[config.mk]
export PLATFORM = sky130hd
export DESIGN_NAME = eepw_host
export DESIGN_NICKNAME = d
export VERILOG_FILES = /design/src/rtl/eepw_fifo.v /design/src/rtl/eepw_host.v
export VERILOG_INCLUDE_DIRS = /design/src /design/src/rtl
export SDC_FILE = /design/constraint.sdc
export NUM_CORES = 1
export LEC_CHECK = 0
export BUFFER_PORTS_ARGS = -buffer_cell sky130_fd_sc_hd__buf_2
export CORE_MARGIN = 8
export CORE_UTILIZATION = 57
export CTS_BUF_LIST = sky130_fd_sc_hd__clkbuf_4 sky130_fd_sc_hd__clkbuf_8
export DETAILED_ROUTE_END_ITERATION = 7
export GPL_ROUTABILITY_DRIVEN = 0
export GPL_TIMING_DRIVEN = 0
export PLACE_DENSITY = 0.78
export SETUP_SLACK_MARGIN = 0.15
export SKIP_LAST_GASP = 1
export SLEW_MARGIN = 15
export SYNTH_ARGS = -nofsm -noshare
export SYNTH_HDL_FRONTEND = slang
export SYNTH_SLANG_ARGS = --single-unit
[constraint.sdc]
create_clock -name clock -period 2.5 [get_ports clock]
set_input_delay 0.125 -clock clock [delete_from_list [all_inputs] [get_ports clock]]
set_output_delay 0.125 -clock clock [all_outputs]
set_load 0.03 [all_outputs]
[src/rtl/eepw_defines.vh]
// constants for the serial eeprom write controller
`ifndef EEPW_DEFINES_VH
`define EEPW_DEFINES_VH
`define EEPW_CLK_PERIOD_NS 5
`define EEPW_SCL_PERIOD_NS 2500
`define EEPW_QUARTER_CYC ((`EEPW_SCL_PERIOD_NS / 4 + `EEPW_CLK_PERIOD_NS - 1) / `EEPW_CLK_PERIOD_NS)
`define EEPW_WRITE_CYCLE_MS 5
`define EEPW_WRITE_CYCLE_CYC (`EEPW_WRITE_CYCLE_MS * 1000000 / `EEPW_CLK_PERIOD_NS)
`define EEPW_TYPE_CODE 4'h5
`define EEPW_DIR_WRITE 1'b0
`define EEPW_ADDR_W 13
`define EEPW_PAGE_BYTES 32
`define EEPW_ACK_BIT 4'h8
`define EEPW_FIFO_DEPTH 8
`endif

[src/rtl/eepw_fifo.v]
// byte fifo between the user data stream and the serial engine
`timescale 1ns/100ps
module eepw_fifo #(
  parameter WIDTH = 8,
  parameter DEPTH = 8,
  parameter AW = 3
) (
  input wire clock,
  input wire rst,
  input wire [WIDTH-1:0] inData,
  input wire inValid,
  output wire inReady,
  output reg [WIDTH-1:0] outData,
  output wire outValid,
  input wire outReady
);
  reg [WIDTH-1:0] mem [0:DEPTH-1];
  reg [AW-1:0] wrPtr_q;
  reg [AW-1:0] rdPtr_q;
  reg [AW:0] count_q;
  wire doWrite;
  wire doRead;
  wire [AW-1:0] rdNext;

  assign inReady = (count_q != DEPTH[AW:0]);
  assign outValid = (count_q != {(AW+1){1'b0}});
  assign doWrite = inValid & inReady;
  assign doRead = outValid & outReady;
  assign rdNext = ~doRead ? rdPtr_q :
    (rdPtr_q == DEPTH[AW-1:0] - 1'b1) ? {AW{1'b0}} : rdPtr_q + 1'b1;

  // read data come from a register; a write into the word due next bypasses the array
  always @(posedge clock) begin
    if (doWrite && wrPtr_q == rdNext) begin
      outData <= inData;
    end else begin
      outData <= mem[rdNext];
    end
  end

  always @(posedge clock) begin
    if (doWrite) begin
      mem[wrPtr_q] <= inData;
    end
  end

  always @(posedge clock) begin
    if (rst) begin
      wrPtr_q <= {AW{1'b0}};
      rdPtr_q <= {AW{1'b0}};
      count_q <= {(AW+1){1'b0}};
    end else begin
      if (doWrite) begin
        wrPtr_q <= (wrPtr_q == DEPTH[AW-1:0] - 1'b1) ? {AW{1'b0}} : wrPtr_q + 1'b1;
      end
      if (doRead) begin
        rdPtr_q <= (rdPtr_q == DEPTH[AW-1:0] - 1'b1) ? {AW{1'b0}} : rdPtr_q + 1'b1;
      end
      if (doWrite & ~doRead) begin
        count_q <= count_q + 1'b1;
      end else if (doRead & ~doWrite) begin
        count_q <= count_q - 1'b1;
      end
    end
  end
endmodule // eepw_fifo

[src/rtl/eepw_host.v]
// two-wire master that runs byte and page writes and polls for the end of the write cycle
`timescale 1ns/100ps
`include "eepw_defines.vh"
// Notes on behaviour
// start: data falls while clock high, begins every command
// stop: data rises while clock high, closes every operation
// data changes only while clock low, one clock pulse per bit
// start only when both lines sit high; cmdReady here checks only the synchronised data line, not the clock
// receiver acknowledges each byte on a ninth clock from the master
// acknowledge holds data low through the whole ninth clock high phase
// reading master withholds last acknowledge; device then releases data
// first byte after start is type code, chip selects, direction
// device acknowledges only on matching type code and chip selects
// direction bit one means read, zero means write
// two address bytes follow, high first; top three bits ignored
// byte write: control, two address bytes, data, then stop starts cycle
// no acknowledge at all while the internal write runs
// protected write is acknowledged but stores nothing
// after byte write the address counter points past the byte
// page write: up to 31 more bytes, committed after stop
// only low five address bits step; over 32 bytes wraps the page
// protect input sampled at stop; later changes do not matter
// master polls with start and write control byte until acknowledged
// sequential access never crosses into a neighbouring device
// write cycle ends within five milliseconds of its stop
// device drives data only low, open drain
// start mid-transaction restarts control byte, keeps loaded address
// stop before a full data byte starts no write
module eepw_host #(
  parameter QUARTER_CYC = `EEPW_QUARTER_CYC,
  parameter WRITE_TIMEOUT_CYC = `EEPW_WRITE_CYCLE_CYC,
  parameter [3:0] TYPE_CODE = `EEPW_TYPE_CODE, // arbitrary value, set to the device's type code
  parameter DATA_W = 8,
  parameter FIFO_DEPTH = `EEPW_FIFO_DEPTH
) (
  input wire clock,
  input wire rst,
  input wire cmdValid,
  output wire cmdReady,
  input wire [2:0] cmdChipSel,
  input wire [`EEPW_ADDR_W-1:0] cmdAddr,
  input wire [5:0] cmdCount,
  input wire cmdProtect,
  input wire [DATA_W-1:0] wrData,
  input wire wrValid,
  output wire wrReady,
  output reg doneQ,
  output reg errorQ,
  output wire busy,
  output wire sclOut,
  output wire sclOe,
  input wire sdaIn,
  output wire sdaOut,
  output wire sdaOe,
  output reg writeProtectQ
);
  localparam [2:0] S_IDLE = 3'h0, S_START = 3'h1, S_BYTE = 3'h2, S_WAIT = 3'h3, S_STOP = 3'h4;
  localparam [2:0] K_CTRL = 3'h0, K_AHI = 3'h1, K_ALO = 3'h2, K_DATA = 3'h3, K_POLL = 3'h4;

  reg [2:0] st_q;
  reg [2:0] kind_q;
  reg [15:0] qc_q;
  reg [1:0] ph_q;
  reg [3:0] bit_q;
  reg [7:0] shift_q;
  reg [5:0] left_q;
  reg [2:0] chip_q;
  reg [`EEPW_ADDR_W-1:0] addr_q;
  reg sclLow_q, sdaLow_q, polling_q, failed_q;
  reg [31:0] pollCnt_q;
  reg sdaMeta_q, sdaSync_q;
  wire tick;
  wire [DATA_W-1:0] fifoData;
  wire fifoValid;
  wire fifoPop;
  wire [7:0] ctrlByte;

  ////////////////////////////////////////////////////////////////////////////
  // data path buffer; the engine holds clock low while it runs dry

  eepw_fifo #(.WIDTH(DATA_W), .DEPTH(FIFO_DEPTH), .AW(3)) eepw_fifo_inst (
    .clock(clock), .rst(rst), .inData(wrData), .inValid(wrValid), .inReady(wrReady),
    .outData(fifoData), .outValid(fifoValid), .outReady(fifoPop)
  );

  assign fifoPop = (st_q == S_WAIT) & fifoValid;
  // write direction only: there is never a last read byte to leave unacknowledged
  assign ctrlByte = {TYPE_CODE, chip_q, `EEPW_DIR_WRITE};
  assign tick = (qc_q == QUARTER_CYC[15:0] - 16'h0001);
  assign cmdReady = (st_q == S_IDLE) & sdaSync_q;
  assign busy = (st_q != S_IDLE);
  // open drain: only ever pull low
  assign sclOut = 1'b0;
  assign sclOe = sclLow_q;
  assign sdaOut = 1'b0;
  assign sdaOe = sdaLow_q;

  ////////////////////////////////////////////////////////////////////////////
  // pin synchroniser

  always @(posedge clock) begin
    if (rst) begin
      sdaMeta_q <= 1'b1;
      sdaSync_q <= 1'b1;
    end else begin
      sdaMeta_q <= sdaIn;
      sdaSync_q <= sdaMeta_q;
    end
  end

  ////////////////////////////////////////////////////////////////////////////
  // quarter-bit timebase, free running only while busy and not waiting for data

  always @(posedge clock) begin
    if (rst || st_q == S_IDLE || st_q == S_WAIT || tick) begin
      qc_q <= 16'h0000;
    end else begin
      qc_q <= qc_q + 16'h0001;
    end
  end

  ////////////////////////////////////////////////////////////////////////////
  // sequencer

  always @(posedge clock) begin
    if (rst) begin
      st_q <= S_IDLE;
      kind_q <= K_CTRL;
      ph_q <= 2'h0;
      bit_q <= 4'h0;
      shift_q <= 8'h00;
      left_q <= 6'h00;
      chip_q <= 3'h0;
      addr_q <= {`EEPW_ADDR_W{1'b0}};
      sclLow_q <= 1'b0;
      sdaLow_q <= 1'b0;
      polling_q <= 1'b0;
      failed_q <= 1'b0;
      pollCnt_q <= 32'h00000000;
      doneQ <= 1'b0;
      errorQ <= 1'b0;
      writeProtectQ <= 1'b0;
    end else begin
      doneQ <= 1'b0;
      if (polling_q) begin
        pollCnt_q <= pollCnt_q + 32'h00000001;
      end
      case (st_q)
        S_IDLE: begin
          sclLow_q <= 1'b0;
          sdaLow_q <= 1'b0;
          if (cmdValid && cmdReady) begin
            chip_q <= cmdChipSel;
            addr_q <= cmdAddr;
            left_q <= (cmdCount == 6'h00) ? 6'h01 : cmdCount;
            // held through the stop so the device samples a steady level
            writeProtectQ <= cmdProtect;
            polling_q <= 1'b0;
            failed_q <= 1'b0;
            pollCnt_q <= 32'h00000000;
            kind_q <= K_CTRL;
            ph_q <= 2'h0;
            st_q <= S_START;
          end
        end
        S_START: if (tick) begin
          ph_q <= ph_q + 2'h1;
          case (ph_q)
            2'h0: begin
              sclLow_q <= 1'b0;
              sdaLow_q <= 1'b0;
            end
            2'h1: sdaLow_q <= 1'b1;
            2'h2: sclLow_q <= 1'b1;
            default: begin
              shift_q <= ctrlByte;
              bit_q <= 4'h0;
              st_q <= S_BYTE;
            end
          endcase
        end
        S_BYTE: if (tick) begin
          ph_q <= ph_q + 2'h1;
          case (ph_q)
            2'h0: begin
              sclLow_q <= 1'b1;
              // data moves only with clock low; ninth bit left to the device
              sdaLow_q <= (bit_q == `EEPW_ACK_BIT) ? 1'b0 : ~shift_q[7];
            end
            2'h1: sclLow_q <= 1'b1;
            2'h2: sclLow_q <= 1'b0;
            default: begin
              sclLow_q <= 1'b1;
              if (bit_q != `EEPW_ACK_BIT) begin
                shift_q <= {shift_q[6:0], 1'b0};
                bit_q <= bit_q + 4'h1;
              end else begin
                // low at the end of the high phase counts as acknowledge
                bit_q <= 4'h0;
                if (sdaSync_q) begin
                  // no acknowledge: retry while polling, else give up
                  ph_q <= 2'h0;
                  st_q <= S_STOP;
                  if (!polling_q) begin
                    failed_q <= 1'b1;
                  end
                end else begin
                  case (kind_q)
                    K_CTRL: begin
                      kind_q <= K_AHI;
                      shift_q <= {3'b000, addr_q[12:8]};
                    end
                    K_AHI: begin
                      kind_q <= K_ALO;
                      shift_q <= addr_q[7:0];
                    end
                    K_ALO: begin
                      kind_q <= K_DATA;
                      st_q <= S_WAIT;
                    end
                    K_DATA: begin
                      left_q <= left_q - 6'h01;
                      // track the device's counter: only the page bits step
                      addr_q[4:0] <= addr_q[4:0] + 5'h01;
                      if (left_q == 6'h01) begin
                        // stop only after a whole data byte was acknowledged
                        ph_q <= 2'h0;
                        st_q <= S_STOP;
                      end else begin
                        st_q <= S_WAIT;
                      end
                    end
                    default: begin
                      polling_q <= 1'b0;
                      ph_q <= 2'h0;
                      st_q <= S_STOP;
                    end
                  endcase
                end
              end
            end
          endcase
        end
        S_WAIT: begin
          // clock stays low until the next byte is available
          sclLow_q <= 1'b1;
          if (fifoValid) begin
            shift_q <= fifoData[7:0];
            ph_q <= 2'h0;
            st_q <= S_BYTE;
          end
        end
        S_STOP: if (tick) begin
          ph_q <= ph_q + 2'h1;
          case (ph_q)
            2'h0: begin
              sclLow_q <= 1'b1;
              sdaLow_q <= 1'b1;
            end
            2'h1: sclLow_q <= 1'b1;
            2'h2: sclLow_q <= 1'b0;
            default: begin
              sdaLow_q <= 1'b0;
              ph_q <= 2'h0;
              if (failed_q) begin
                errorQ <= 1'b1;
                doneQ <= 1'b1;
                st_q <= S_IDLE;
              end else if (kind_q == K_DATA) begin
                // write cycle running: poll until it answers
                kind_q <= K_POLL;
                polling_q <= 1'b1;
                pollCnt_q <= 32'h00000000;
                st_q <= S_START;
              end else if (polling_q) begin
                if (pollCnt_q >= WRITE_TIMEOUT_CYC) begin
                  // device broke its write time limit
                  errorQ <= 1'b1;
                  doneQ <= 1'b1;
                  polling_q <= 1'b0;
                  st_q <= S_IDLE;
                end else begin
                  st_q <= S_START;
                end
              end else begin
                errorQ <= 1'b0;
                doneQ <= 1'b1;
                st_q <= S_IDLE;
              end
            end
          endcase
        end
        default: st_q <= S_IDLE;
      endcase
    end
  end
endmodule // eepw_host

# Word-level counts from Yosys, hierarchy flattened
# Memories as Yosys holds them, arrays and structs flattened. A register that Yosys moved wholly into a read port is not among the register bits.
# Index checks and enable logic that the tools add are counted.
[classes]
n_addsub = 10
multipliers = 0
div = 0
order_cmp = 1
n_eq_ne = 43
shift = 0
n_mux = 126
bitwise = 12
n_reduce_logical = 36
[ops]
columns = ["operator", "n"]
rows = [
  ["32-bit 2-to-1 mux", 6],
  ["3-bit 2-to-1 mux", 26],
  ["32-bit one-hot mux with 2 select lines", 1],
  ["8-bit 2-to-1 mux", 7],
  ["6-bit 2-to-1 mux", 7],
  ["1-bit 2-to-1 mux", 37],
  ["2-bit inequality test (second input constant)", 17],
  ["32-bit by 1-bit adder with 32-bit output (second input constant)", 1],
  ["32-bit by 20-bit >= comparator with 1-bit output (second input constant)", 1],
  ["5-bit 2-to-1 mux", 6],
  ["4-bit 2-to-1 mux", 7],
  ["3-bit one-hot mux with 3 select lines", 3],
  ["8-bit one-hot mux with 3 select lines", 1],
  ["7-bit AND reduction", 3],
  ["2-bit 2-to-1 mux", 10],
  ["10-bit AND reduction", 2],
  ["16-bit by 1-bit adder with 16-bit output (second input constant)", 1],
  ["16-bit by 7-bit == test with 1-bit output (second input constant)", 1],
  ["8-bit one-hot mux with 2 select lines", 1],
  ["3-bit inequality test (second input constant)", 5],
  ["3-bit one-hot mux with 5 select lines", 1],
  ["3-bit by 2-bit == test with 1-bit output (second input constant)", 4],
  ["6-bit one-hot mux with 2 select lines", 1],
  ["6-bit AND reduction", 2],
  ["44 further kinds", 77],
]
[totals]
reg_bits = 109
latch_bits = 0
ramBits = 64
romBits = 0
input_bits = 36
out_inout_bits = 10
wordCells = 252
mem_count = 1
[memory_table]
columns = ["memory", "words", "width", "read_ports", "rd_clocked_by_memory_dff", "wr", "line", "text"]
rows = [
  ["eepw_fifo_inst.mem", 8, 8, 1, 1, 1, "eepw_fifo.v:17", "reg [WIDTH-1:0] mem [0:DEPTH-1];"],
]

# Longest topological paths before layout
# Gate-level depths: netlist of run 1.
[depth]
depth_word = 8
depth_mapped = 12
ltp_nobuf = 12

# By module
# Synthesis of run 1 repeated with hierarchy kept, for this count alone.
[hier_totals]
hier_cells = 843
area_unflattened_um2 = 8550.7
[modules_own_cells]
columns = ["module", "instances", "cells_per_inst", "area_each_um2", "seq_area_each_um2"]
rows = [
  ["eepw_host", 1, 677, 5387.7, 1981.9],
  ["eepw_fifo", 1, 166, 3163.0, 2182.1],
]

# Worst setup path after synthesis of run 1
# Ideal clock, no wire load.
[synth_timing]
kind = "reg2reg"
from = "reg eepw_fifo_inst.count_q[0]"
to = "reg eepw_fifo_inst.count_q[3]"
setup_time_ns = 0.070
arrival_time_ns = 2.474
required_time_ns = 2.430
slack_ns = -0.044
stages_incl_launch_ff = 13
path_buffers = 0
period_less_slack_ns = 2.544
cell_sequence = "dfxtp_1 -> nor3_1 -> nand2_1 -> nand2_1 -> inv_1 -> ha_1 -> inv_1 -> ha_1 -> a21o_1 -> a21oi_1 -> xnor2_1 -> or3_1 -> a21oi_1"
[synth_via]
elab_cells_between_ends = 14
classes_between = "2 x add/sub; 1 x eq/ne; 2 x mux; 7 x bitwise; 2 x reduce/logical"
[synth_lines]
columns = ["item", "line", "text"]
rows = [
  ["start: declaration", "eepw_fifo.v:20", "reg [AW:0] count_q;"],
  ["start signal: assignment", "eepw_fifo.v:51", "count_q <= {(AW+1){1'b0}};"],
  ["start signal: assignment", "eepw_fifo.v:60", "count_q <= count_q + 1'b1;"],
  ["start signal: assignment", "eepw_fifo.v:62", "count_q <= count_q - 1'b1;"],
  ["4-bit inequality test *", "eepw_fifo.v:25", "assign inReady = (count_q != DEPTH[AW:0]);"],
  ["via wrReady", "eepw_host.v:46", "output wire wrReady,"],
  ["1-bit AND *", "eepw_fifo.v:27", "assign doWrite = inValid & inReady;"],
  ["via eepw_fifo_inst.doWrite", "eepw_fifo.v:21", "wire doWrite;"],
  ["1-bit NOT", "eepw_fifo.v:61", "end else if (doRead & ~doWrite) begin"],
  ["1-bit AND", "eepw_fifo.v:61", ""],
  ["2-bit nonzero test (no line)", "n/a", ""],
]
# Mark *: on every way through the listed nets, which the timed path passes. The rest lies on a longest branch. The select of a mux whose other input is x is not followed.
# A chain may end at the register's enable or synchronous reset.

# Worst setup path in the final report of run 1
[layout_timing]
from = "reg eepw_fifo_inst.count_q[0]"
to = "reg eepw_fifo_inst.count_q[3]"
[layout_via]
elab_chain_cells = 6
elab_cells_between_ends = 14
classes_between = "2 x add/sub; 1 x eq/ne; 2 x mux; 7 x bitwise; 2 x reduce/logical"
[layout_lines]
columns = ["item"]
rows = [
  ["branches (longest 6 deep; another with 4-bit by 1-bit subtractor with 4-bit output)"],
]
# Several ways; the timed one is not identified. The select of a mux whose other input is x is not followed.

==> Flow_metrics.wiki, run 1 <==
{| class="wikitable"
! Metric !! Value
|-
| Sequential fraction of the synthesis area || 0.486
|-
| Congestion Overflow GR || 0
|-
| Unrepaired setup endpoints after global routing || true
|-
| Per-cell routed wire length || ~18 um
|-
| Ratio of total power to cell area || 719 mW/mm2
|-
| Final Max Slew Viols || 0
|-
| Full die area || about 0.019 mm2
|-
| Total core area || 0.0149 mm2
|-
| Worst path required time || 2.89 ns
|-
| Final Setup Violations || 0
|-
| Primary FF master, synth || sky130_fd_sc_hd__dfxtp_1
|-
| Netlist area before placement || about 0.0086 mm2
|-
| Maximum buffer depth of the clock tree || 2
|-
| Crit path DAT || 2.73 ns
|-
| Antenna-violating nets left || 0
|-
| Horiz. Die Dim || approximately 140 um
|-
| Number of antenna violations at the first check in global routing || 0
|-
| Synthesized instance count || 849
|-
| Period minus WS final || between 2 and 2.5 ns
|-
| I/O pin cnt || 46
|-
| Number of sinks handled by clock tree synthesis || roughly 180
|-
| Final Skew || ~0.015 ns
|-
| Number of maximum-capacitance violations || 0
|-
| Worst min-delay path category || in2reg
|-
| Final worst-path cycle share || 0.935
|-
| Transition at the pin with the smallest max-transition slack || 0.990 ns
|-
| Number of clock buffers inserted by TritonCTS || 17
|-
| Root buffer selected by CTS || sky130_fd_sc_hd__clkbuf_8
|-
| Ratio of cells with drive above 1 in the final layout || 0.183
|-
| Average cell area after synthesis || 10.1 um2
|-
| Flop and latch count out of synthesis || 176
|-
| DRT iter0 DRCs || 578
|-
| Clock-pin transition on the worst setup and hold timing paths || 0.10 ns
|-
| Wire length of the first global-routing pass || 33.1 mm
|-
| Per-cell via count in the routed design || between 6 and 7
|-
| Post-Route Setup TNS || 0 ns
|-
| Effective utilization at floorplan || 0.574
|-
| Worst slew margin relative to its limit || 0.335
|-
| Number of optimization iterations in the first detailed-route pass || 4
|-
| Layout overhead on the synthesized area || 15.8%
|-
| Dpl hpwl || about 14 mm
|-
| Result of the run || complete, no violations
|-
| Final wirelength || 20.3 mm
|-
| Warnings, synthesis || 0
|-
| Total global routing track utilization || 0.211
|-
| Nets@finish || approximately 1,000
|-
| Antenna diode count || 0
|-
| Std-Cell Rows || 45
|-
| DP Area || 0.00912 mm2
|-
| Post-Place Worst Slack || -0.0611 ns
|-
| DR DRC count || 0
|-
| Top cell type's share of synthesized area || 0.262
|-
| Number of vias after detailed routing || ~7,000
|-
| Critical Path Start Type || flip-flop
|-
| Leakage power figure || 3.45 nW
|-
| Final worst slack || roughly 0.16 ns
|-
| Worst VDD drop || 537 uV
|-
| Via count of the first global-routing pass || 6,697
|-
| Count of flip-flops with a built-in enable after synthesis || 64
|-
| Type of destination of the critical path || flip-flop
|-
| Cell area after layout || 0.00992 mm2
|-
| Pin count of the biggest net entering global routing || 21
|-
| Most frequent cell after synthesis || sky130_fd_sc_hd__dfxtp_1
|-
| Critical path class || reg2reg
|-
| Max Fclk || between 0.4 and 0.5 GHz
|-
| Unique cell type count in the Yosys netlist || between 70 and 80
|-
| Number of H-tree branching levels || 4
|-
| Top cell type by total area after synthesis || sky130_fd_sc_hd__dfxtp_1
|-
| Number of failing hold endpoints at the final stage || 0
|-
| Async set-or-reset flop fraction in the synthesized netlist || 0
|-
| Leading post-synthesis cells by cell area || sky130_fd_sc_hd__dfxtp_1 (26%), sky130_fd_sc_hd__edfxtp_1 (22%), sky130_fd_sc_hd__mux4_2 (4.2%)
|-
| Clock latency reported for the late side of the worst-skew pair || 0.48 ns
|-
| CTS tree || done
|-
| Die outline height || 139 um
|-
| Count of buffers inserted at the top-level ports || 42
|-
| Maximum fanout along the worst path || 3
|-
| Most frequent cells after synthesis || sky130_fd_sc_hd__dfxtp_1 (112), sky130_fd_sc_hd__nor2_1 (83), sky130_fd_sc_hd__nand2_1 (78), sky130_fd_sc_hd__edfxtp_1 (64), sky130_fd_sc_hd__a21oi_1 (59)
|}
## area by class of cell
class,instances,area [um2]
buffer,51,245
clock buffer,17,234
clock inverter,15,178
fill,1105,5000
inverter,28,109
multi-input combinational,595,4170
sequential,176,4170
tap,188,235
timing repair buffer,82,578
## kinds of logic after synthesis
kind of cell	count (synthesis)	share of synthesized area
xor gates and xnor gates	49	0.0501
muxes	36	0.0662
DFF	176	0.486
adders and majority gates	22	0.0330
other	1	0.000438
and+or+nand+nor	325	0.196
AOI/OAI and AO/OA	161	0.129
buffers and inverters	79	0.0393
## worst max-delay path, stage by stage, from the launching register on
cell,delay (ns)
sky130_fd_sc_hd__dfxtp_4,0.37
sky130_fd_sc_hd__or4_4,0.54
sky130_fd_sc_hd__nand2_4,0.11
sky130_fd_sc_hd__ha_4,0.14
sky130_fd_sc_hd__inv_2,0.05
sky130_fd_sc_hd__ha_1,0.26
sky130_fd_sc_hd__a21o_1,0.18
sky130_fd_sc_hd__a21oi_2,0.12
sky130_fd_sc_hd__xnor2_1,0.08
sky130_fd_sc_hd__or3_1,0.30
sky130_fd_sc_hd__a21oi_1,0.12
## per-stage QoR
step | cells | total power [W] | hold slack [ns] | util
2_1_floorplan | 850 | 0.00457 | 0.224 | -
3_3_place_gp | 1080 | 0.00499 | 0.315 | 0.607
3_5_place_dp | 1083 | 0.00504 | 0.316 | 0.611
4_1_cts | 1152 | 0.00711 | 0.00276 | 0.663
5_1_grt | 1152 | 0.00745 | 0.0440 | 0.665
6_report | 1152 | 0.00713 | 0.0287 | 0.665
## worst paths after layout
check,start,to,slack [ns],cells past startpoint
max,eepw_fifo_inst.count_q[0]$_SDFFE_PP0P_,eepw_fifo_inst.count_q[3]$_SDFFE_PP0P_,0.16,10
min,cmdAddr[3],addr_q[3]$_SDFFE_PP0P_,0.03,3
max reg2reg,eepw_fifo_inst.count_q[0]$_SDFFE_PP0P_,eepw_fifo_inst.count_q[3]$_SDFFE_PP0P_,0.16,10
min reg2reg,sdaMeta_q$_SDFF_PP1_,sdaSync_q$_SDFF_PP1_,0.42,1
## repair_timing
action,4_1_cts,5_1_grt
resized for setup,8,13
endpoints found under the setup margin,1,57
pin swaps,7,0
hold endpoints to repair,83,0
hold buffers,27,0
setup buffers,10,0
## metal layers
layer / up-vias / wire [um] / GRT usage / share of wire
li1: 3338 / - / - / -
met4: 0 / 520 / 0.0978 / 0.026
met2: 268 / 9620 / 0.333 / 0.47
met5: - / 0 / 0 / 0
met3: 46 / 1450 / 0.0510 / 0.071
met1: 3329 / 8740 / 0.269 / 0.43
## cell usage in the layout, fill, tap and decap left out, types with 6 or more instances in the layout
cell type                       count
sky130_fd_sc_hd__dfxtp_1          109
sky130_fd_sc_hd__nor2_1            82
sky130_fd_sc_hd__nand2_1           75
sky130_fd_sc_hd__edfxtp_1          64
sky130_fd_sc_hd__buf_2             59
sky130_fd_sc_hd__a21oi_1           58
sky130_fd_sc_hd__nand3_1           34
sky130_fd_sc_hd__xor2_1            34
sky130_fd_sc_hd__dlygate4sd3_1     27
sky130_fd_sc_hd__inv_1             24
sky130_fd_sc_hd__nor3_1            24
sky130_fd_sc_hd__nand4_1           24
sky130_fd_sc_hd__clkbuf_1          22
sky130_fd_sc_hd__ha_1              20
sky130_fd_sc_hd__clkbuf_8          17
sky130_fd_sc_hd__o21ai_0           16
sky130_fd_sc_hd__mux4_2            16
sky130_fd_sc_hd__xnor2_1           15
sky130_fd_sc_hd__mux2i_1           15
sky130_fd_sc_hd__buf_4             15
sky130_fd_sc_hd__a211oi_1          10
sky130_fd_sc_hd__or3_1              8
sky130_fd_sc_hd__nor4_1             8
sky130_fd_sc_hd__and2_1             7
sky130_fd_sc_hd__a311oi_1           7
sky130_fd_sc_hd__a21o_1             6
sky130_fd_sc_hd__or4_1              6
## where the power goes
group	internal [W]	total, W	switching [W]
clock network	0.000768	0.00199	0.00123
registers	0.00315	0.00328	0.000138
logic	0.000687	0.00186	0.00117
## state kept, by name, indices dropped and copies added, names as in the netlist, named ones only
name                    count
left_q                      6
kind_q                      3
polling_q                   1
chip_q                      3
eepw_fifo_inst.mem         64
doneQ                       1
eepw_fifo_inst.rdPtr_q      3
eepw_fifo_inst.wrPtr_q      3
sdaSync_q                   1
qc_q                       16
bit_q                       4
errorQ                      1
ph_q                        2
addr_q                     13
eepw_fifo_inst.count_q      4
st_q                        3
writeProtectQ               1
sclOe                       1
shift_q                     8
sdaMeta_q                   1
failed_q                    1
pollCnt_q                  32
sdaOe                       1
(Power assumes the default switching activity.)
==> run 2: changes to the inputs <==
- CORE_UTILIZATION: 57 -> 47
- PLACE_DENSITY: 0.78 -> 0.68
==> run 2 against run 1 <==
  * Non-clock buffer count fell by 1
  * Register-to-register slack got worse by 0.05 ns
  * First-iteration DRC count decreased by 3.3%
  * Sequential share of layout area fell by 0.46 points
  * Fmax down 2.1%
  * Critical path depth is the same
  * Final cell count grew 3.5%
  * Largest power group unchanged
==> Flow_metrics.wiki, run 2 (synthesis gave the netlist of run 1 again) <==
{| class="wikitable"
! Metric !! Value
|-
| Result of the run || complete, no violations
|-
| Transition at the pin with the smallest max-transition slack || a little over 0.9 ns
|-
| Clock latency reported for the late side of the worst-skew pair || 0.47 ns
|-
| Worst hold margin || 0.0153 ns
|-
| Critical Path Start Type || flip-flop
|-
| Final non-filler cell total || 1,192
|-
| Number of optimization iterations in the first detailed-route pass || 5
|-
| Via count of the first global-routing pass || 6,511
|-
| Ratio of total power to cell area || approximately 730 mW/mm2
|-
| Most frequent cells in the layout || sky130_fd_sc_hd__dfxtp_1 (109), sky130_fd_sc_hd__nor2_1 (82), sky130_fd_sc_hd__nand2_1 (75)
|-
| Final worst slack || 0.112 ns
|-
| Flip-flop count of the largest register after layout || 64
|-
| Horiz. Die Dim || approximately 150 um
|-
| Leakage power figure || 3.47 nW
|-
| Maximum buffer depth of the clock tree || 2
|-
| Overall power || 0.00732 W
|-
| Ratio of cells with drive above 1 in the final layout || 0.187
|-
| Number of failing hold endpoints at the final stage || 0
|-
| Sequential Power Share || 0.449
|-
| Crit path DAT || 2.79 ns
|-
| Reg with most FFs || eepw_fifo_inst.mem
|-
| Wire length of the first global-routing pass || 33.3 mm
|-
| Met2 usage in global routing || 0.295
|-
| Number of H-tree branching levels || 4
|-
| Worst VDD drop || around 440 uV
|-
| Per-cell via count in the routed design || between 5 and 6
|-
| GRT Max-Usage Layer || met2
|-
| DR DRC count || 0
|-
| Congestion Overflow GR || 0
|-
| Worst min-delay path category || in2reg
|-
| Registers with the most flip-flops || eepw_fifo_inst.mem x64, pollCnt_q x32, qc_q x16
|-
| Routing usage on met3 || 0.0365
|-
| Slowest cell on crit path || sky130_fd_sc_hd__or4_4
|-
| Std-Cell Rows || 49
|-
| Total core area || about 0.018 mm2
|-
| Maximum fanout along the worst path || 4
|-
| Unrepaired setup endpoints after global routing || true
|-
| Antenna-violating nets left || 0
|-
| Post-Route Setup TNS || 0 ns
|-
| Fillcell total || 1,595
|-
| Antenna diode count || 0
|-
| Clock-pin transition on the worst setup and hold timing paths || 0.10 ns
|-
| CTS tree || done
|-
| Die outline height || approximately 150 um
|-
| DRT iter0 DRCs || 559
|-
| Period minus WS final || around 2.4 ns
|-
| Relative contribution of the clock network to total power || 0.293
|-
| Max Fclk || 0.419 GHz
|-
| Final Setup Violations || 0
|-
| Post-Place Worst Slack || -0.101 ns
|-
| Count of buffers inserted at the top-level ports || 42
|-
| Number of sinks handled by clock tree synthesis || 176
|-
| Root buffer selected by CTS || sky130_fd_sc_hd__clkbuf_8
|-
| Final wirelength || just over 20 mm
|-
| Number of antenna violations at the first check in global routing || 0
|-
| Number of maximum-capacitance violations || 0
|-
| Per-cell routed wire length || 17.2 um
|-
| Total global routing track utilization || 0.185
|-
| Nets@finish || 1,008
|-
| Layout overhead on the synthesized area || 17.1%
|-
| Number of vias after detailed routing || around 6,800
|-
| Critical path class || reg2reg
|-
| Global-route met1 utilization || 0.246
|-
| Worst slew margin relative to its limit || 0.384
|-
| Effective utilization at floorplan || 0.479
|-
| Worst path required time || 2.90 ns
|-
| Final Skew || 0.0160 ns
|-
| Switching Share || 0.351
|-
| Number of clock buffers inserted by TritonCTS || 17
|-
| Full die area || about 0.023 mm2
|-
| Final Max Slew Viols || 0
|-
| Biggest cell delay along the critical path || 0.56 ns
|-
| Net switching power figure || 0.00257 W
|-
| Commonest non-fill, non-tap cell in the layout || sky130_fd_sc_hd__dfxtp_1
|-
| Combinational Power Share || 0.257
|-
| I/O pin cnt || 46
|-
| Dpl hpwl || 14.2 mm
|-
| Internal cell power || 0.00475 W
|-
| Type of destination of the critical path || flip-flop
|-
| Pin count of the biggest net entering global routing || 22
|-
| Final worst-path cycle share || 0.955
|-
| Ordered cell list for the critical path || or4_4 > nand2_4 > ha_4 > inv_4 > ha_4 > a21o_1 > a21oi_2 > xnor2_1 > or3_1 > a21oi_2
|-
| Placed cells || 1,125
|}
run 2: final cells by class:
cell class,count,area (um2),share of cell area
clock inverter,15,210,0.0210
clock buffer,17,234,0.0233
multi-input combinational,595,4210,0.419
tap,229,287,0.0286
timing repair buffer,81,563,0.0561
inverter,28,111,0.0111
buffer,51,249,0.0248
sequential,176,4170,0.416
run 2: metrics by stage:
stage / area [um2] / util
floorplan: 8620 / -
global placement: 9110 / 0.509
detailed placement: 9180 / 0.513
CTS: 9920 / 0.554
global route: 10000 / 0.560
finish: 10000 / 0.560
run 2: repair_timing:
item,CTS,global route
pin swaps,4,11
endpoints found under the hold margin,83,0
resized for setup,8,18
buffers inserted,4,6
setup endpoints to repair,18,58
hold buffers,25,0
run 2: path summary, 6_finish.rpt:
| path | start | end | slack (ns) | cells past startpoint |
|---|---|---|---|---|
| min reg2reg | sdaMeta_q$_SDFF_PP1_ | sdaSync_q$_SDFF_PP1_ | 0.43 | 1 |
| min | cmdAddr[2] | addr_q[2]$_SDFFE_PP0P_ | 0.02 | 3 |
| max | eepw_fifo_inst.count_q[0]$_SDFFE_PP0P_ | eepw_fifo_inst.count_q[3]$_SDFFE_PP0P_ | 0.11 | 10 |
| max reg2reg | eepw_fifo_inst.count_q[0]$_SDFFE_PP0P_ | eepw_fifo_inst.count_q[3]$_SDFFE_PP0P_ | 0.11 | 10 |
run 2: layer usage:
metal	vias to the layer above	share of wire
met5	-	0
met4	0	0.016
met3	25	0.050
met2	174	0.47
met1	3269	0.47
li1	3336	-
run 2: power groups by stage:
| stage | clock (W) | combinational (W) | sequential [W] |
|---|---|---|---|
| CTS | 0.00220 | 0.00178 | 0.00329 |
| floorplan | 0 | 0.00123 | 0.00334 |
| finish | 0.00215 | 0.00188 | 0.00329 |
| global route | 0.00230 | 0.00206 | 0.00331 |
| global placement | 0 | 0.00168 | 0.00334 |
| detailed placement | 0 | 0.00171 | 0.00335 |
run 2: critical path: cells and delay by family (launching register included):
kind	cells	cell delay, ns
and+or+nand+nor	3	1.04
DFF	1	0.37
adders and majority gates	2	0.35
buffers and inverters	1	0.05
xor gates and xnor gates	1	0.10
AOI/OAI and AO/OA	3	0.42
==> run 3: changes to the inputs <==
- CTS_BUF_LIST: sky130_fd_sc_hd__clkbuf_4 sky130_fd_sc_hd__clkbuf_8 -> sky130_fd_sc_hd__clkbuf_8
- HOLD_SLACK_MARGIN: not set -> 0.02
- PLACE_DENSITY: 0.68 -> 0.64
==> run 3 against run 2 <==
  * Cell area is 0.25% higher
  * Sequential share of layout area is 0.13 points lower
  * Register-to-register slack worse by 0.09 ns
  * Fmax is 3.6% lower
  * Utilization is 0.14 points higher
  * Global-route usage is 0.20 points higher
==> Flow_metrics.wiki, run 3 (synthesis gave the netlist of run 1 again) <==
{| class="wikitable"
! Metric !! Value
|-
| Number of H-tree branching levels || 4
|-
| Transition at the pin with the smallest max-transition slack || around 0.79 ns
|-
| Number of sinks handled by clock tree synthesis || 176
|-
| Root buffer selected by CTS || sky130_fd_sc_hd__clkbuf_8
|-
| Horiz. Die Dim || ~150 um
|-
| Maximum fanout along the worst path || 6
|-
| Number of maximum-capacitance violations || 0
|-
| Number of failing hold endpoints at the final stage || 0
|-
| Ratio of cells with drive above 1 in the final layout || 0.181
|-
| Final Skew || 0.0194 ns
|-
| Antenna diode count || 0
|-
| Std-Cell Rows || 49
|-
| Worst slew margin relative to its limit || 0.471
|-
| CTS tree || done
|-
| Clock-pin transition on the worst setup and hold timing paths || 0.11 ns
|-
| Layout overhead on the synthesized area || 17.3%
|-
| Pin count of the biggest net entering global routing || 23
|-
| Per-cell via count in the routed design || 5.66
|-
| Effective utilization at floorplan || 0.479
|-
| Overall power || 0.00731 W
|-
| Worst path required time || 2.90 ns
|-
| Post-Place Worst Slack || -0.0678 ns
|-
| Wire length of the first global-routing pass || roughly 34 mm
|-
| Type of destination of the critical path || flip-flop
|-
| Per-cell routed wire length || 17.3 um
|-
| Flip-flop count of the largest register after layout || 64
|-
| Crit path DAT || around 2.9 ns
|-
| Full die area || 0.0228 mm2
|-
| I/O pin cnt || 46
|-
| Congestion Overflow GR || 0
|-
| Dpl hpwl || 14.4 mm
|-
| Count of buffers inserted at the top-level ports || 42
|-
| Reg with most FFs || eepw_fifo_inst.mem
|-
| Final worst-path cycle share || 0.991
|-
| DR DRC count || 0
|-
| Leakage power figure || 3.49 nW
|-
| Ratio of total power to cell area || 727 mW/mm2
|-
| Antenna-violating nets left || 0
|-
| Most frequent cells in the layout || sky130_fd_sc_hd__dfxtp_1 (111), sky130_fd_sc_hd__nor2_1 (81), sky130_fd_sc_hd__nand2_1 (75)
|-
| Final Setup Violations || 0
|-
| Number of vias after detailed routing || 6,759
|-
| Unrepaired setup endpoints after global routing || true
|-
| Nets@finish || 1,011
|-
| Final Max Slew Viols || 0
|-
| Registers with the most flip-flops || eepw_fifo_inst.mem x64, pollCnt_q x32, qc_q x16
|-
| Total global routing track utilization || 0.187
|-
| Max Fclk || 0.404 GHz
|-
| Number of optimization iterations in the first detailed-route pass || 5
|-
| Via count of the first global-routing pass || 6,473
|-
| Final worst slack || 0.0221 ns
|-
| Total core area || 0.0179 mm2
|-
| Number of clock buffers inserted by TritonCTS || 17
|-
| Fillcell total || 1,597
|-
| Clock latency reported for the late side of the worst-skew pair || around 0.48 ns
|-
| Period minus WS final || 2.48 ns
|-
| Worst min-delay path category || in2reg
|-
| Critical path class || reg2reg
|-
| Result of the run || complete, no violations
|-
| DRT iter0 DRCs || 525
|-
| Final wirelength || 20.6 mm
|-
| Critical Path Start Type || flip-flop
|-
| Worst VDD drop || 441 uV
|-
| Number of antenna violations at the first check in global routing || 0
|-
| Maximum buffer depth of the clock tree || 2
|-
| Commonest non-fill, non-tap cell in the layout || sky130_fd_sc_hd__dfxtp_1
|-
| Die outline height || 151 um
|}
run 3: cell count changes in the layout (fill, tap and decap cells not counted), sizes merged:
cell,change
clkbuf,-2
dlygate4sd3,+5
clkinvlp,-1
bufinv,-1
clkinv,+5
inv,-3
run 3: worst paths after layout:
path / startpoint / end / slack (ns) / cells past startpoint
max: eepw_fifo_inst.count_q[1]$_SDFFE_PP0P_ / eepw_fifo_inst.count_q[3]$_SDFFE_PP0P_ / 0.02 / 10
min: cmdCount[1] / left_q[1]$_SDFFE_PP0P_ / 0.05 / 3
max reg2reg: eepw_fifo_inst.count_q[1]$_SDFFE_PP0P_ / eepw_fifo_inst.count_q[3]$_SDFFE_PP0P_ / 0.02 / 10
min reg2reg: sdaMeta_q$_SDFF_PP1_ / sdaSync_q$_SDFF_PP1_ / 0.43 / 1
run 3: layout make-up:
| type | count | area, um2 | area share |
|---|---|---|---|
| Multi-Input combinational cell | 595 | 4190 | 0.417 |
| Sequential cell | 176 | 4170 | 0.415 |
| Timing Repair Buffer | 84 | 601 | 0.0597 |
| Tap cell | 229 | 287 | 0.0285 |
| Buffer | 51 | 253 | 0.0251 |
| Clock buffer | 17 | 234 | 0.0233 |
| Clock inverter | 15 | 216 | 0.0215 |
| Inverter | 28 | 105 | 0.0105 |
run 3: repair_timing:
| item | CTS | global route |
|---|---|---|
| pin swaps | 1 | 6 |
| resized for setup | 4 | 24 |
| hold endpoints to repair | 88 | 0 |
| hold buffers | 30 | 0 |
| setup buffers | 1 | 5 |
| setup endpoints to repair | 22 | 67 |
run 3: through the flow:
stage	area [um2]	utilization	std cells	hold slack, ns	TNS (ns)
after floorplan	8620	-	850	0.224	0
after global placement	9110	0.509	1121	0.319	-8.41
after detailed placement	9200	0.514	1127	0.317	-0.0678
after CTS	9970	0.557	1190	0.0348	-0.00965
after global routing	10100	0.562	1195	0.0583	-0.0841
final	10100	0.562	1195	0.0513	0
run 3: metal layers:
metal | vias to the layer above | part of all wire | GRT usage
li1 | 3338 | - | -
met1 | 3214 | 0.47 | 0.254
met2 | 180 | 0.46 | 0.291
met3 | 27 | 0.056 | 0.0406
met4 | 0 | 0.017 | 0.0614
met5 | - | 0 | 0
run 3: critical path, stage by stage, from the launching register on:
cell	delay, ns
sky130_fd_sc_hd__dfxtp_4	0.38
sky130_fd_sc_hd__or4_4	0.57
sky130_fd_sc_hd__nand2_4	0.12
sky130_fd_sc_hd__ha_4	0.14
sky130_fd_sc_hd__inv_1	0.07
sky130_fd_sc_hd__ha_1	0.27
sky130_fd_sc_hd__a21o_1	0.19
sky130_fd_sc_hd__a21oi_2	0.15
sky130_fd_sc_hd__xnor2_1	0.08
sky130_fd_sc_hd__or3_1	0.30
sky130_fd_sc_hd__a21oi_1	0.14
run 3: where the power goes:
group / internal [W] / switching, W
combinational: 0.000742 / 0.00118
sequential: 0.00315 / 0.000139
clock: 0.000803 / 0.00130
